### src/logic/pwr_seq_defs.vh
`ifndef PWR_SEQ_DEFS_VH
`define PWR_SEQ_DEFS_VH

// clock rate in kHz
`define MCLK_KHZ 20000
// least low time of the on/off request before shutdown, in ns
`define OFF_HOLD_NS 10000
// cycles for the off hold, rounded up
`define OFF_HOLD_CYC ((`OFF_HOLD_NS * `MCLK_KHZ + 999999) / 1000000)
// default power-up sequence length in cycles
`define PWRUP_CYC 64
// number of wake sources
`define WAKE_SRCS 4
// number of power request sources
`define PREQ_SRCS 4

`endif

### src/logic/hold_timer.v
`timescale 1ns/1ps
// counts cycles a level stays high; flags once the count is reached
module hold_timer #(
    parameter CYCLES = 200,
    parameter W = 16
) (
    // clock and reset
    input wire mclk,
    input wire rst_b,
    // level to time and result
    input wire level,
    output reg reached_ff
);
    // limit cut to the counter width on purpose
    localparam integer LIMIT_I = CYCLES - 1;
    localparam [W-1:0] LIMIT = LIMIT_I[W-1:0];
    reg [W-1:0] cnt_ff;

    // a drop of the level restarts the count, so glitches never accumulate
    always @(posedge mclk or negedge rst_b) begin
        if (!rst_b) begin
            cnt_ff <= {W{1'b0}};
            reached_ff <= 1'b0;
        end else if (!level) begin
            cnt_ff <= {W{1'b0}};
            reached_ff <= 1'b0;
        end else if (cnt_ff >= LIMIT) begin
            reached_ff <= 1'b1;
        end else begin
            cnt_ff <= cnt_ff + {{(W-1){1'b0}}, 1'b1};
        end
    end
endmodule

### src/logic/module_power_reset_handshake.v
// How it works
// - carrier drives on/off request high for on, low for off
// - reset line held low by carrier keeps the module in reset
// - reset line released only after internal power-up sequence completes
// - shutdown request is open drain, pulled low to ask for shutdown
// - sleep indicator low while in deep sleep, high otherwise
// - sleep/wake input is a plain input software may use
// - variant strap is a static level readable by the carrier
// - reset holds processor system and onboard storage in reset
// - controller takes power requests and sequences rail changes
// - any enabled wake event brings the system out of deep sleep
// - in sleep, logic states held and idle domains gated
// - on/off request low for 10 us starts the shutdown sequence
`timescale 1ns/1ps
`include "pwr_seq_defs.vh"
module module_power_reset_handshake #(
    parameter PWRUP_CYCLES = `PWRUP_CYC,
    parameter NWAKE = `WAKE_SRCS,
    parameter NREQ = `PREQ_SRCS
) (
    // clock and reset
    input wire mclk,
    input wire rst_b,
    // carrier sideband pins
    input wire power_on_req,
    input wire system_reset_n_in,
    output reg system_reset_n_out,
    output reg system_reset_n_oe,
    output reg shutdown_req_n_out,
    output reg shutdown_req_n_oe,
    output reg sleep_indicator_n,
    input wire sleep_wake_in,
    input wire recovery_strap_n,
    input wire variant_strap,
    output reg variant_strap_out,
    // internal resets and boot mode
    output reg cpu_reset_n,
    output reg storage_reset_n,
    output reg recovery_boot,
    // software and event side
    input wire sw_shutdown,
    input wire thermal_shutdown,
    input wire sleep_enter,
    output reg sleep_wake_level,
    input wire [NWAKE-1:0] wake_event,
    input wire [NWAKE-1:0] wake_enable,
    input wire [NREQ-1:0] pwr_req,
    // rail control
    output reg [NREQ-1:0] rail_enable,
    output reg [NREQ-1:0] domain_gate,
    output reg state_hold
);
    localparam ST_OFF = 5'b00001;
    localparam ST_PWRUP = 5'b00010;
    localparam ST_ON = 5'b00100;
    localparam ST_SLEEP = 5'b01000;
    localparam ST_PWRDN = 5'b10000;
    localparam PW = 16;
    localparam integer PWRUP_LAST_I = PWRUP_CYCLES - 1;
    localparam [PW-1:0] PWRUP_LAST = PWRUP_LAST_I[PW-1:0];
    // synchroniser reset levels: sleep/wake idles high, the rest low
    localparam [2:0] SYNC_RST = 3'b100;

    // true while the rails are up; shared by pin and reset outputs
    function powered;
        input [4:0] st;
        begin
            powered = (st == ST_ON) || (st == ST_SLEEP);
        end
    endfunction

    wire on_s;
    wire rst_line_s;
    wire sw_s;
    wire off_long;
    reg [4:0] state_ff;
    reg [4:0] nxt_state;
    reg [PW-1:0] seq_cnt_ff;
    reg rst_line_d_ff;
    reg on_d_ff;
    wire wake_any;
    wire [2:0] sync_in;
    wire [2:0] sync_out;
    genvar gi;

    // pins are level inputs; sync before use
    // bit 0 on request, bit 1 reset line, bit 2 sleep/wake
    assign sync_in = {sleep_wake_in, system_reset_n_in, power_on_req};
    generate
        for (gi = 0; gi < 3; gi = gi + 1) begin : g_sync
            sync2 #(.RST_VAL(SYNC_RST[gi])) u_sync (
                .mclk(mclk),
                .rst_b(rst_b),
                .din(sync_in[gi]),
                .dout(sync_out[gi])
            );
        end
    endgenerate
    assign on_s = sync_out[0];
    assign rst_line_s = sync_out[1];
    assign sw_s = sync_out[2];

    // low on/off request must persist before shutdown
    hold_timer #(.CYCLES(`OFF_HOLD_CYC), .W(PW)) u_off_hold (
        .mclk(mclk),
        .rst_b(rst_b),
        .level(~on_s),
        .reached_ff(off_long)
    );

    // only enabled wake sources count
    assign wake_any = |(wake_event & wake_enable);

    // edge history for reset rise and on request
    always @(posedge mclk or negedge rst_b) begin
        if (!rst_b) begin
            rst_line_d_ff <= 1'b0;
            on_d_ff <= 1'b0;
        end else begin
            rst_line_d_ff <= rst_line_s;
            on_d_ff <= on_s;
        end
    end

    // power state machine
    always @* begin
        nxt_state = state_ff;
        case (state_ff)
            ST_OFF: begin
                if (on_s && !on_d_ff) // rising request turns on
                    nxt_state = ST_PWRUP;
            end
            ST_PWRUP: begin
                if (!on_s)
                    nxt_state = ST_OFF;
                else if (seq_cnt_ff >= PWRUP_LAST)
                    nxt_state = ST_ON;
            end
            ST_ON: begin
                if (off_long)
                    nxt_state = ST_PWRDN;
                else if (sleep_enter)
                    nxt_state = ST_SLEEP;
            end
            ST_SLEEP: begin
                if (off_long)
                    nxt_state = ST_PWRDN;
                else if (wake_any)
                    nxt_state = ST_ON;
            end
            ST_PWRDN: begin
                nxt_state = ST_OFF;
            end
            default: begin
                nxt_state = ST_OFF;
            end
        endcase
    end

    // state and power-up sequence counter
    always @(posedge mclk or negedge rst_b) begin
        if (!rst_b) begin
            state_ff <= ST_OFF;
            seq_cnt_ff <= {PW{1'b0}};
        end else begin
            state_ff <= nxt_state;
            if (state_ff == ST_PWRUP)
                seq_cnt_ff <= seq_cnt_ff + {{(PW-1){1'b0}}, 1'b1};
            else
                seq_cnt_ff <= {PW{1'b0}};
        end
    end

    // pin and internal outputs, all registered
    always @(posedge mclk or negedge rst_b) begin
        if (!rst_b) begin
            system_reset_n_out <= 1'b0;
            system_reset_n_oe <= 1'b1;
            shutdown_req_n_out <= 1'b0;
            shutdown_req_n_oe <= 1'b0;
            sleep_indicator_n <= 1'b1;
            variant_strap_out <= 1'b0;
            cpu_reset_n <= 1'b0;
            storage_reset_n <= 1'b0;
            recovery_boot <= 1'b0;
            sleep_wake_level <= 1'b1;
            rail_enable <= {NREQ{1'b0}};
            domain_gate <= {NREQ{1'b0}};
            state_hold <= 1'b0;
        end else begin
            // hold line low until power-up completes, then release
            system_reset_n_out <= 1'b0;
            system_reset_n_oe <= !powered(state_ff);
            // pull low only to request; released otherwise
            shutdown_req_n_out <= 1'b0;
            shutdown_req_n_oe <= (sw_shutdown || thermal_shutdown) &&
                                 powered(state_ff);
            sleep_indicator_n <= !(state_ff == ST_SLEEP);
            variant_strap_out <= variant_strap;
            // a low line from either side resets both targets
            cpu_reset_n <= rst_line_s && powered(state_ff);
            storage_reset_n <= rst_line_s && powered(state_ff);
            // strap caught on the line's rising edge only
            if (rst_line_s && !rst_line_d_ff)
                recovery_boot <= !recovery_strap_n;
            sleep_wake_level <= sw_s; // plain input for software
            // rails follow requests while on; held in sleep, cut in the other states
            if (state_ff == ST_ON)
                rail_enable <= pwr_req;
            else if (state_ff != ST_SLEEP)
                rail_enable <= {NREQ{1'b0}};
            // gate idle domains in sleep, hold logic states
            domain_gate <= (state_ff == ST_SLEEP) ? ~pwr_req :
                           {NREQ{1'b0}};
            state_hold <= (state_ff == ST_SLEEP);
        end
    end
endmodule

### src/logic/sync2.v
`timescale 1ns/1ps
// two-stage level synchroniser with a reset value
module sync2 #(
    parameter RST_VAL = 1'b0
) (
    // clock and reset
    input wire mclk,
    input wire rst_b,
    // level in and out
    input wire din,
    output wire dout
);
    reg meta_ff;
    reg sync_ff;

    // first stage feeds only the second stage
    always @(posedge mclk or negedge rst_b) begin
        if (!rst_b) begin
            meta_ff <= RST_VAL;
            sync_ff <= RST_VAL;
        end else begin
            meta_ff <= din;
            sync_ff <= meta_ff;
        end
    end

    assign dout = sync_ff;
endmodule

### config.mk
export PLATFORM = sky130hd
export DESIGN_NAME = module_power_reset_handshake
export DESIGN_NICKNAME = d
export VERILOG_FILES = /design/src/logic/hold_timer.v /design/src/logic/module_power_reset_handshake.v /design/src/logic/sync2.v
export VERILOG_INCLUDE_DIRS = /design/src /design/src/logic
export SDC_FILE = /design/constraint.sdc
export NUM_CORES = 1
export LEC_CHECK = 0
export BUFFER_PORTS_ARGS = -buffer_cell sky130_fd_sc_hd__buf_2
export CORE_AREA = 2 2 72 87
export CTS_CLUSTER_DIAMETER = 80
export CTS_CLUSTER_SIZE = 14
export DETAILED_ROUTE_END_ITERATION = 7
export DIE_AREA = 0 0 74 89
export MAX_ROUTING_LAYER = met4
export PLACE_DENSITY = 0.66
export SETUP_SLACK_MARGIN = 0.4
export SLEW_MARGIN = 20
export SYNTH_ARGS = -nofsm -noshare
export SYNTH_HDL_FRONTEND = slang
export SYNTH_SLANG_ARGS = --single-unit
export TNS_END_PERCENT = 30
### constraint.sdc
create_clock -name mclk -period 2.61 [get_ports mclk]
set_input_delay 0.261 -clock mclk [delete_from_list [all_inputs] [get_ports mclk]]
set_output_delay 0.261 -clock mclk [all_outputs]
set_load 0.02 [all_outputs]
==> metrics, run 1 <==
Max Buffers Root-to-Sink=2; core box area=5670 sq um; Synth Area per Inst=11.7 sq um; critical path data required time=2830 ps; Pre-antenna DRT Iters=4; origin of the worst setup path=u_off_hold.cnt_ff[0]; CP cell instances=ha_1 > a2111oi_2 > o211ai_2 > o31a_1 > o21ba_2; Cell variety after synth=42; grt total ovfl=0; commonest non-fill, non-tap cell in the layout=dfrtp_1; Yosys warnings=0; CP startpoint kind=flip-flop; Slew Limit Fails=0; maximum VDD drop=0.362 mV; outcome=complete, no violations; vias=1703; leak pwr=between 1 and 1.5 nW; Sink Count=62; DRC=0; Initial DRC Count=83; std cell rows=30; Synth Register Bits=62; Ports=41; Die ar.=6590 sq um; slack of the critical path=583 ps; HP Start=power_on_req; arrival time at the worst endpoint=2250 ps; Tightest Pin Transition=around 660 ps; crit-path max FO=14; fraction of layout cells with a size suffix above 1=0.249; area grow syn2layout=19.1%; cts repair resizes=0; CP max stage delay=400 ps; total CTS buffers=9; Hold Path Class=input pin to flip-flop; CTS tree=built; post-route cell area=~3000 sq um; chip height=89 um; Min Hold Slack=34.3 ps; most frequent cells in the layout=56 x dfrtp_1, 38 x buf_2, 21 x nor2_1; sequential area share after synthesis=0.622; Post-synth EDFFs=0; routed wire length=4250 um; Antenna Cells=0; Clk Latency, worst-skew pair=around 330 ps; setup bufs post-CTS=0; TNS Setup=0 ps; Post-layout nets=284; cells after synthesis=214; GR Util All Layers=0.153; Post-Syn Area=~2500 sq um; Cell Pwr Density=611 nW/um^2; max cap viols=0; worst slack at placement=589 ps; routed vias/inst=~4.9; CTS Hold Buffers Added=2; Top delay family on crit path=compound AO/OA/AOI/OAI gates; Routed Antenna Nets=0; period utilization=0.776; Crit Path Category=flip-flop to flip-flop; setup violators final=0; Design Power=1.82 mW; skew final=6.52 ps; fin util=0.526; RSZ-0062 raised after global routing=false; vias in the first global route=1706; Buf/Inv on CP=0; Port Buffer Count=38; Routed WL per cell=approximately 12 um; width of the die=74 um; Rel. slew slack=0.558; Post-DP Area=2780 sq um; CTS clk-pin slew, worst paths=around 60 ps; RD Place Congestion=around 0.73; largest net degree at the start of global routing=34; crit path time final=approximately 2000 ps; Max Freq=493 MHz; ys async rst share=1.00; initial antenna violation count=0; first-pass GRT wire length=7380 um; non-filler cells, final=345; CTS H-tree lvls=3; Hold Violations, Final=0; Primary FF master, synth=dfrtp_1; Starting Density=0.442; CP max stage cell=dfrtp_1; r2r startpoint=u_off_hold.cnt_ff[0]; Crit. End Element=flip-flop; HPWL after detailed placement=2940 um; root buf cell=clkbuf_8; placed cells=approximately 330
## worst paths after layout
check	endpoint	slack [ps]	cells past startpoint
min in group asynchronous	rail_enable[2]	490	2
max in group asynchronous	system_reset_n_oe	1440	3
hold reg to reg	g_sync[1].u_sync.dout	350	0
setup / recovery	u_off_hold.cnt_ff[5]	580	5
hold / removal	g_sync[0].u_sync.meta_ff	30	1
setup reg to reg	u_off_hold.cnt_ff[5]	580	5
## cell type report
type,instances,area (sq um)
Tap cell,80,100
Fill cell,522,2680
Timing Repair Buffer,42,238
Clock buffer,15,176
Inverter,7,26.3
Multi-Input combinational cell,138,880
Sequential cell,62,1560
Clock inverter,1,5.00
## registers in the layout (all words and copies together) (netlist names)
signal                 flops
domain_gate                4
g_sync.u_sync.meta_ff      3
seq_cnt_ff                16
system_reset_n_oe          1
state_hold                 1
shutdown_req_n_oe          1
rail_enable                4
rst_line_d_ff              1
state_ff                   5
g_sync.u_sync.dout         3
sleep_indicator_n          1
variant_strap_out          1
storage_reset_n            1
recovery_boot              1
u_off_hold.cnt_ff         16
sleep_wake_level           1
on_d_ff                    1
u_off_hold.reached_ff      1
## power by group
group | internal, mW | switching (mW)
clock network | 0.422 | 0.332
logic | 0.0300 | 0.0437
registers | 0.980 | 0.0149
total | 1.43 | 0.390
## synthesized netlist by cell type, types with 4 or more instances
| cell | instances | area [sq um] |
|---|---|---|
| dfrtp_1 | 56 | 1400 |
| nor2_1 | 21 | 78.8 |
| a21oi_1 | 9 | 45.0 |
| nand3_1 | 9 | 45.0 |
| nand2_1 | 8 | 30.0 |
| nor2b_1 | 8 | 50.1 |
| o21ai_0 | 8 | 40.0 |
| xor2_1 | 8 | 70.1 |
| inv_1 | 7 | 26.3 |
| or3_1 | 7 | 43.8 |
| and2_1 | 6 | 37.5 |
| dfstp_2 | 6 | 158 |
| a22o_1 | 5 | 43.8 |
| nand4_1 | 5 | 31.3 |
| nor4_1 | 5 | 31.3 |
| buf_4 | 4 | 30.0 |
| clkbuf_1 | 4 | 15.0 |
| xnor2_1 | 4 | 35.0 |
## routing by layer
metal,global-route usage,part of all wire,vias up
li1,-,-,841
met1,0.172,0.45,830
met2,0.243,0.50,28
met3,0.0575,0.037,4
met4,0.0645,0.0099,0
met5,-,0,-
## cells by family (layout without fill, tap and decap cells)
family,after synthesis,in the layout,synth area share
mux,1,1,0.00399
compound gates,32,32,0.0889
fa+ha+maj,2,2,0.00998
other cells,1,2,0.00150
xor+xnor,12,12,0.0419
flops,62,62,0.622
buf+inv,15,65,0.0285
simple gates,89,89,0.203
No activity file was read; power rests on OpenSTA's default activity.
==> run 2: changes to the inputs <==
--- a/config.mk
+++ b/config.mk
@@ -6,12 +6,13 @@
 export SDC_FILE = /design/constraint.sdc
 export NUM_CORES = 1
 export LEC_CHECK = 0
+export ABC_AREA = 1
 export BUFFER_PORTS_ARGS = -buffer_cell sky130_fd_sc_hd__buf_2
-export CORE_AREA = 2 2 72 87
+export CORE_AREA = 2 2 74 90
 export CTS_CLUSTER_DIAMETER = 80
 export CTS_CLUSTER_SIZE = 14
 export DETAILED_ROUTE_END_ITERATION = 7
-export DIE_AREA = 0 0 74 89
+export DIE_AREA = 0 0 76 92
 export MAX_ROUTING_LAYER = met4
 export PLACE_DENSITY = 0.66
 export SETUP_SLACK_MARGIN = 0.4
==> constraint.sdc (replaced) <==
create_clock -name mclk -period 2.05 [get_ports mclk]
set_input_delay 0.205 -clock mclk [delete_from_list [all_inputs] [get_ports mclk]]
set_output_delay 0.205 -clock mclk [all_outputs]
set_load 0.02 [all_outputs]
==> metrics, run 2 <==
CTS tree=built (unchanged); std cell rows=32 (was 30); Slew Limit Fails=0 (unchanged); reg2reg setup slack=590 ps (was 580 ps); maximum VDD drop=0.398 mV (was 0.362 mV); cells after synthesis=290 (was 214); first-pass GRT wire length=8450 um (was 7380 um); fraction of layout cells with a size suffix above 1=0.224 (was 0.249); vias in the first global route=2010 (was 1706); routed wire length=4610 um (was 4250 um); Routed WL per cell=10.6 um (was 12.3 um); area grow syn2layout=19.8% (was 19.1%); root buf cell=clkbuf_8 (unchanged); Starting Density=0.431 (was 0.442); HP Start=pwr_req[2] (was power_on_req); commonest non-fill, non-tap cell in the layout=dfrtp_1 (unchanged); placed cells=412 (was 327); Hold Path Class=input pin to flip-flop (unchanged); Sink Count=62 (unchanged); Cell variety after synth=29 (was 42); Max Buffers Root-to-Sink=2 (unchanged); Synth Register Bits=62 (unchanged); chip height=92 um (was 89 um); arrival time at the worst endpoint=1690 ps (was 2250 ps); Top Registers=seq_cnt_ff (16), u_off_hold.cnt_ff (16), state_ff (5) (unchanged); hold path cells=2 (was 1); most frequent cells in the layout=56 x dfrtp_1, 46 x inv_1, 46 x nor2_1 (was 56 x dfrtp_1, 38 x buf_2, 21 x nor2_1); setup violators final=0 (unchanged); core box area=6210 sq um (was 5670 sq um); Cell Pwr Density=803 nW/um^2 (was 611 nW/um^2); RD Place Congestion=0.838 (was 0.732); max cap viols=0 (unchanged); crit-path max FO=10 (was 14); top cell type's share of synthesized area=0.524 (was 0.559); non-filler cells, final=433 (was 345); Die ar.=6990 sq um (was 6590 sq um); largest net degree at the start of global routing=63 (was 34); Hold Path End=domain_gate[2] (was g_sync[0].u_sync.meta_ff); Max Freq=687 MHz (was 493 MHz); crit path time final=1460 ps (was 2030 ps); CTS H-tree lvls=3 (unchanged); Initial DRC Count=104 (was 83); ys async rst share=1.00 (unchanged); Synth area leaders=dfrtp_1 52%, inv_1 6.5%, nor2_1 6.5% (was dfrtp_1 56%, dfstp_2 6.3%, nor2_1 3.1%); CP startpoint kind=flip-flop (unchanged); Pre-antenna DRT Iters=4 (unchanged); initial antenna violation count=0 (unchanged); Min Hold Slack=29.9 ps (was 34.3 ps); Ports=41 (unchanged); routed vias/inst=4.58 (was 4.94); FILL cells=599 (was 522); Primary FF master, synth=dfrtp_1 (unchanged); CTS clk-pin slew, worst paths=70 ps (was 60 ps); vias=1985 (was 1703); sequential area share after synthesis=0.583 (was 0.622); Post-Syn Area=2670 sq um (was 2510 sq um); RSZ-0062 raised after global routing=false (unchanged); Hold Violations, Final=0 (unchanged); Crit. End Element=flip-flop (unchanged); leading cell type by number of instances after synthesis=dfrtp_1 (unchanged); critical path data required time=2280 ps (was 2830 ps); cell accounting for the most synthesized area=dfrtp_1 (unchanged); TNS Setup=0 ps (unchanged); period utilization=0.710 (was 0.776); leak pwr=1.60 nW (was 1.39 nW); grt total ovfl=0 (unchanged); Port Buffer Count=38 (unchanged); origin of the worst setup path=state_ff[4] (was u_off_hold.cnt_ff[0]); HPWL after detailed placement=3280 um (was 2940 um); DRC=0 (unchanged); GR Util All Layers=0.156 (was 0.153); FF-to-FF path depth=8 (was 5); fin util=0.516 (was 0.526); width of the die=76 um (was 74 um); setup bufs post-CTS=0 (unchanged); slack of the critical path=594 ps (was 583 ps); r2r startpoint=state_ff[4] (was u_off_hold.cnt_ff[0]); worst slack at placement=596 ps (was 589 ps); skew final=6.59 ps (was 6.52 ps); Antenna Cells=0 (unchanged); Post-synth EDFFs=0 (unchanged); R2R Path End=state_ff[1] (was u_off_hold.cnt_ff[5]); Routed Antenna Nets=0 (unchanged); Clk Latency, worst-skew pair=330 ps (about the same); Post-layout nets=367 (was 284); outcome=complete, no violations (unchanged); Yosys warnings=0 (unchanged); Crit Path Category=flip-flop to flip-flop (unchanged); Synth Area per Inst=9.22 sq um (was 11.7 sq um); total CTS buffers=9 (unchanged); commonest cells in the netlist=56 x dfrtp_1, 46 x inv_1, 46 x nor2_1 (was 56 x dfrtp_1, 21 x nor2_1, 9 x a21oi_1, 9 x nand3_1)
run 2: cell types whose count changed after synthesis, sizes merged, moves of 7 or more:
cell	delta
inv	+41
nor2	+31
nand2	+30
nand3	+14
o21ai	+10
nor2b	-8
or3	-7
run 2: power by group:
group	switching, mW	leakage (nW)	internal, mW
logic	0.210	0.691	0.107
clock network	0.464	0.0893	0.471
registers	0.0313	0.822	1.29
run 2: how the worst max path moves through the flow:
stage | end | cells after the start | slack [ps]
global placement | seq_cnt_ff[12] | 8 | 620
floorplan | seq_cnt_ff[12] | 8 | 750
detailed placement | seq_cnt_ff[12] | 5 | 600
CTS | seq_cnt_ff[3] | 5 | 580
finish | state_ff[1] | 8 | 590
global route | seq_cnt_ff[12] | 8 | 440
run 2: metrics by stage:
| step | total power [mW] | area, sq um |
|---|---|---|
| 5_1_grt | 2.71 | 3200 |
| 4_1_cts | 2.61 | 3200 |
| 2_1_floorplan | 1.55 | 2680 |
| 6_report | 2.57 | 3200 |
| 3_5_place_dp | 1.66 | 2970 |
| 3_3_place_gp | 1.65 | 2970 |
run 2: what timing repair did:
| item | CTS | global route |
|---|---|---|
| hold endpoints to repair | 60 | 0 |
| gates resized for setup | 0 | 0 |
| hold buffers | 5 | 0 |
run 2: worst max-delay path, stage by stage, from the launching register on:
cell	delay [ps]
dfrtp_1	360
inv_1	190
nand3_2	280
nor2_4	180
nand3_1	100
nand3_2	100
nand2_1	50
nand2_1	60
inv_1	40
run 2: logic make-up after synthesis:
logic type | count (synthesis) | share of synthesized area
AOI/OAI and AO/OA | 37 | 0.0786
DFF | 62 | 0.583
buffers and inverters | 53 | 0.0787
xor gates and xnor gates | 8 | 0.0262
and+or+nand+nor | 127 | 0.222
adders and majority gates | 2 | 0.00936
other | 1 | 0.00140
run 2: per-layer routing:
| metal | track usage | wire [um] | part of all wire |
|---|---|---|---|
| met1 | 0.181 | 2110 | 0.46 |
| met2 | 0.257 | 2300 | 0.50 |
| met3 | 0.0423 | 153 | 0.033 |
| met4 | 0.0697 | 48 | 0.010 |
| met5 | - | 0 | 0 |
run 2: area by class of cell:
| cell class | instances | area [sq um] | share of cell area |
|---|---|---|---|
| Sequential cell | 62 | 1560 | 0.487 |
| Multi-Input combinational cell | 176 | 907 | 0.283 |
| Timing Repair Buffer | 45 | 268 | 0.0837 |
| Inverter | 49 | 184 | 0.0575 |
| Clock buffer | 11 | 141 | 0.0442 |
| Tap cell | 85 | 106 | 0.0332 |
| Clock inverter | 5 | 35.0 | 0.0109 |
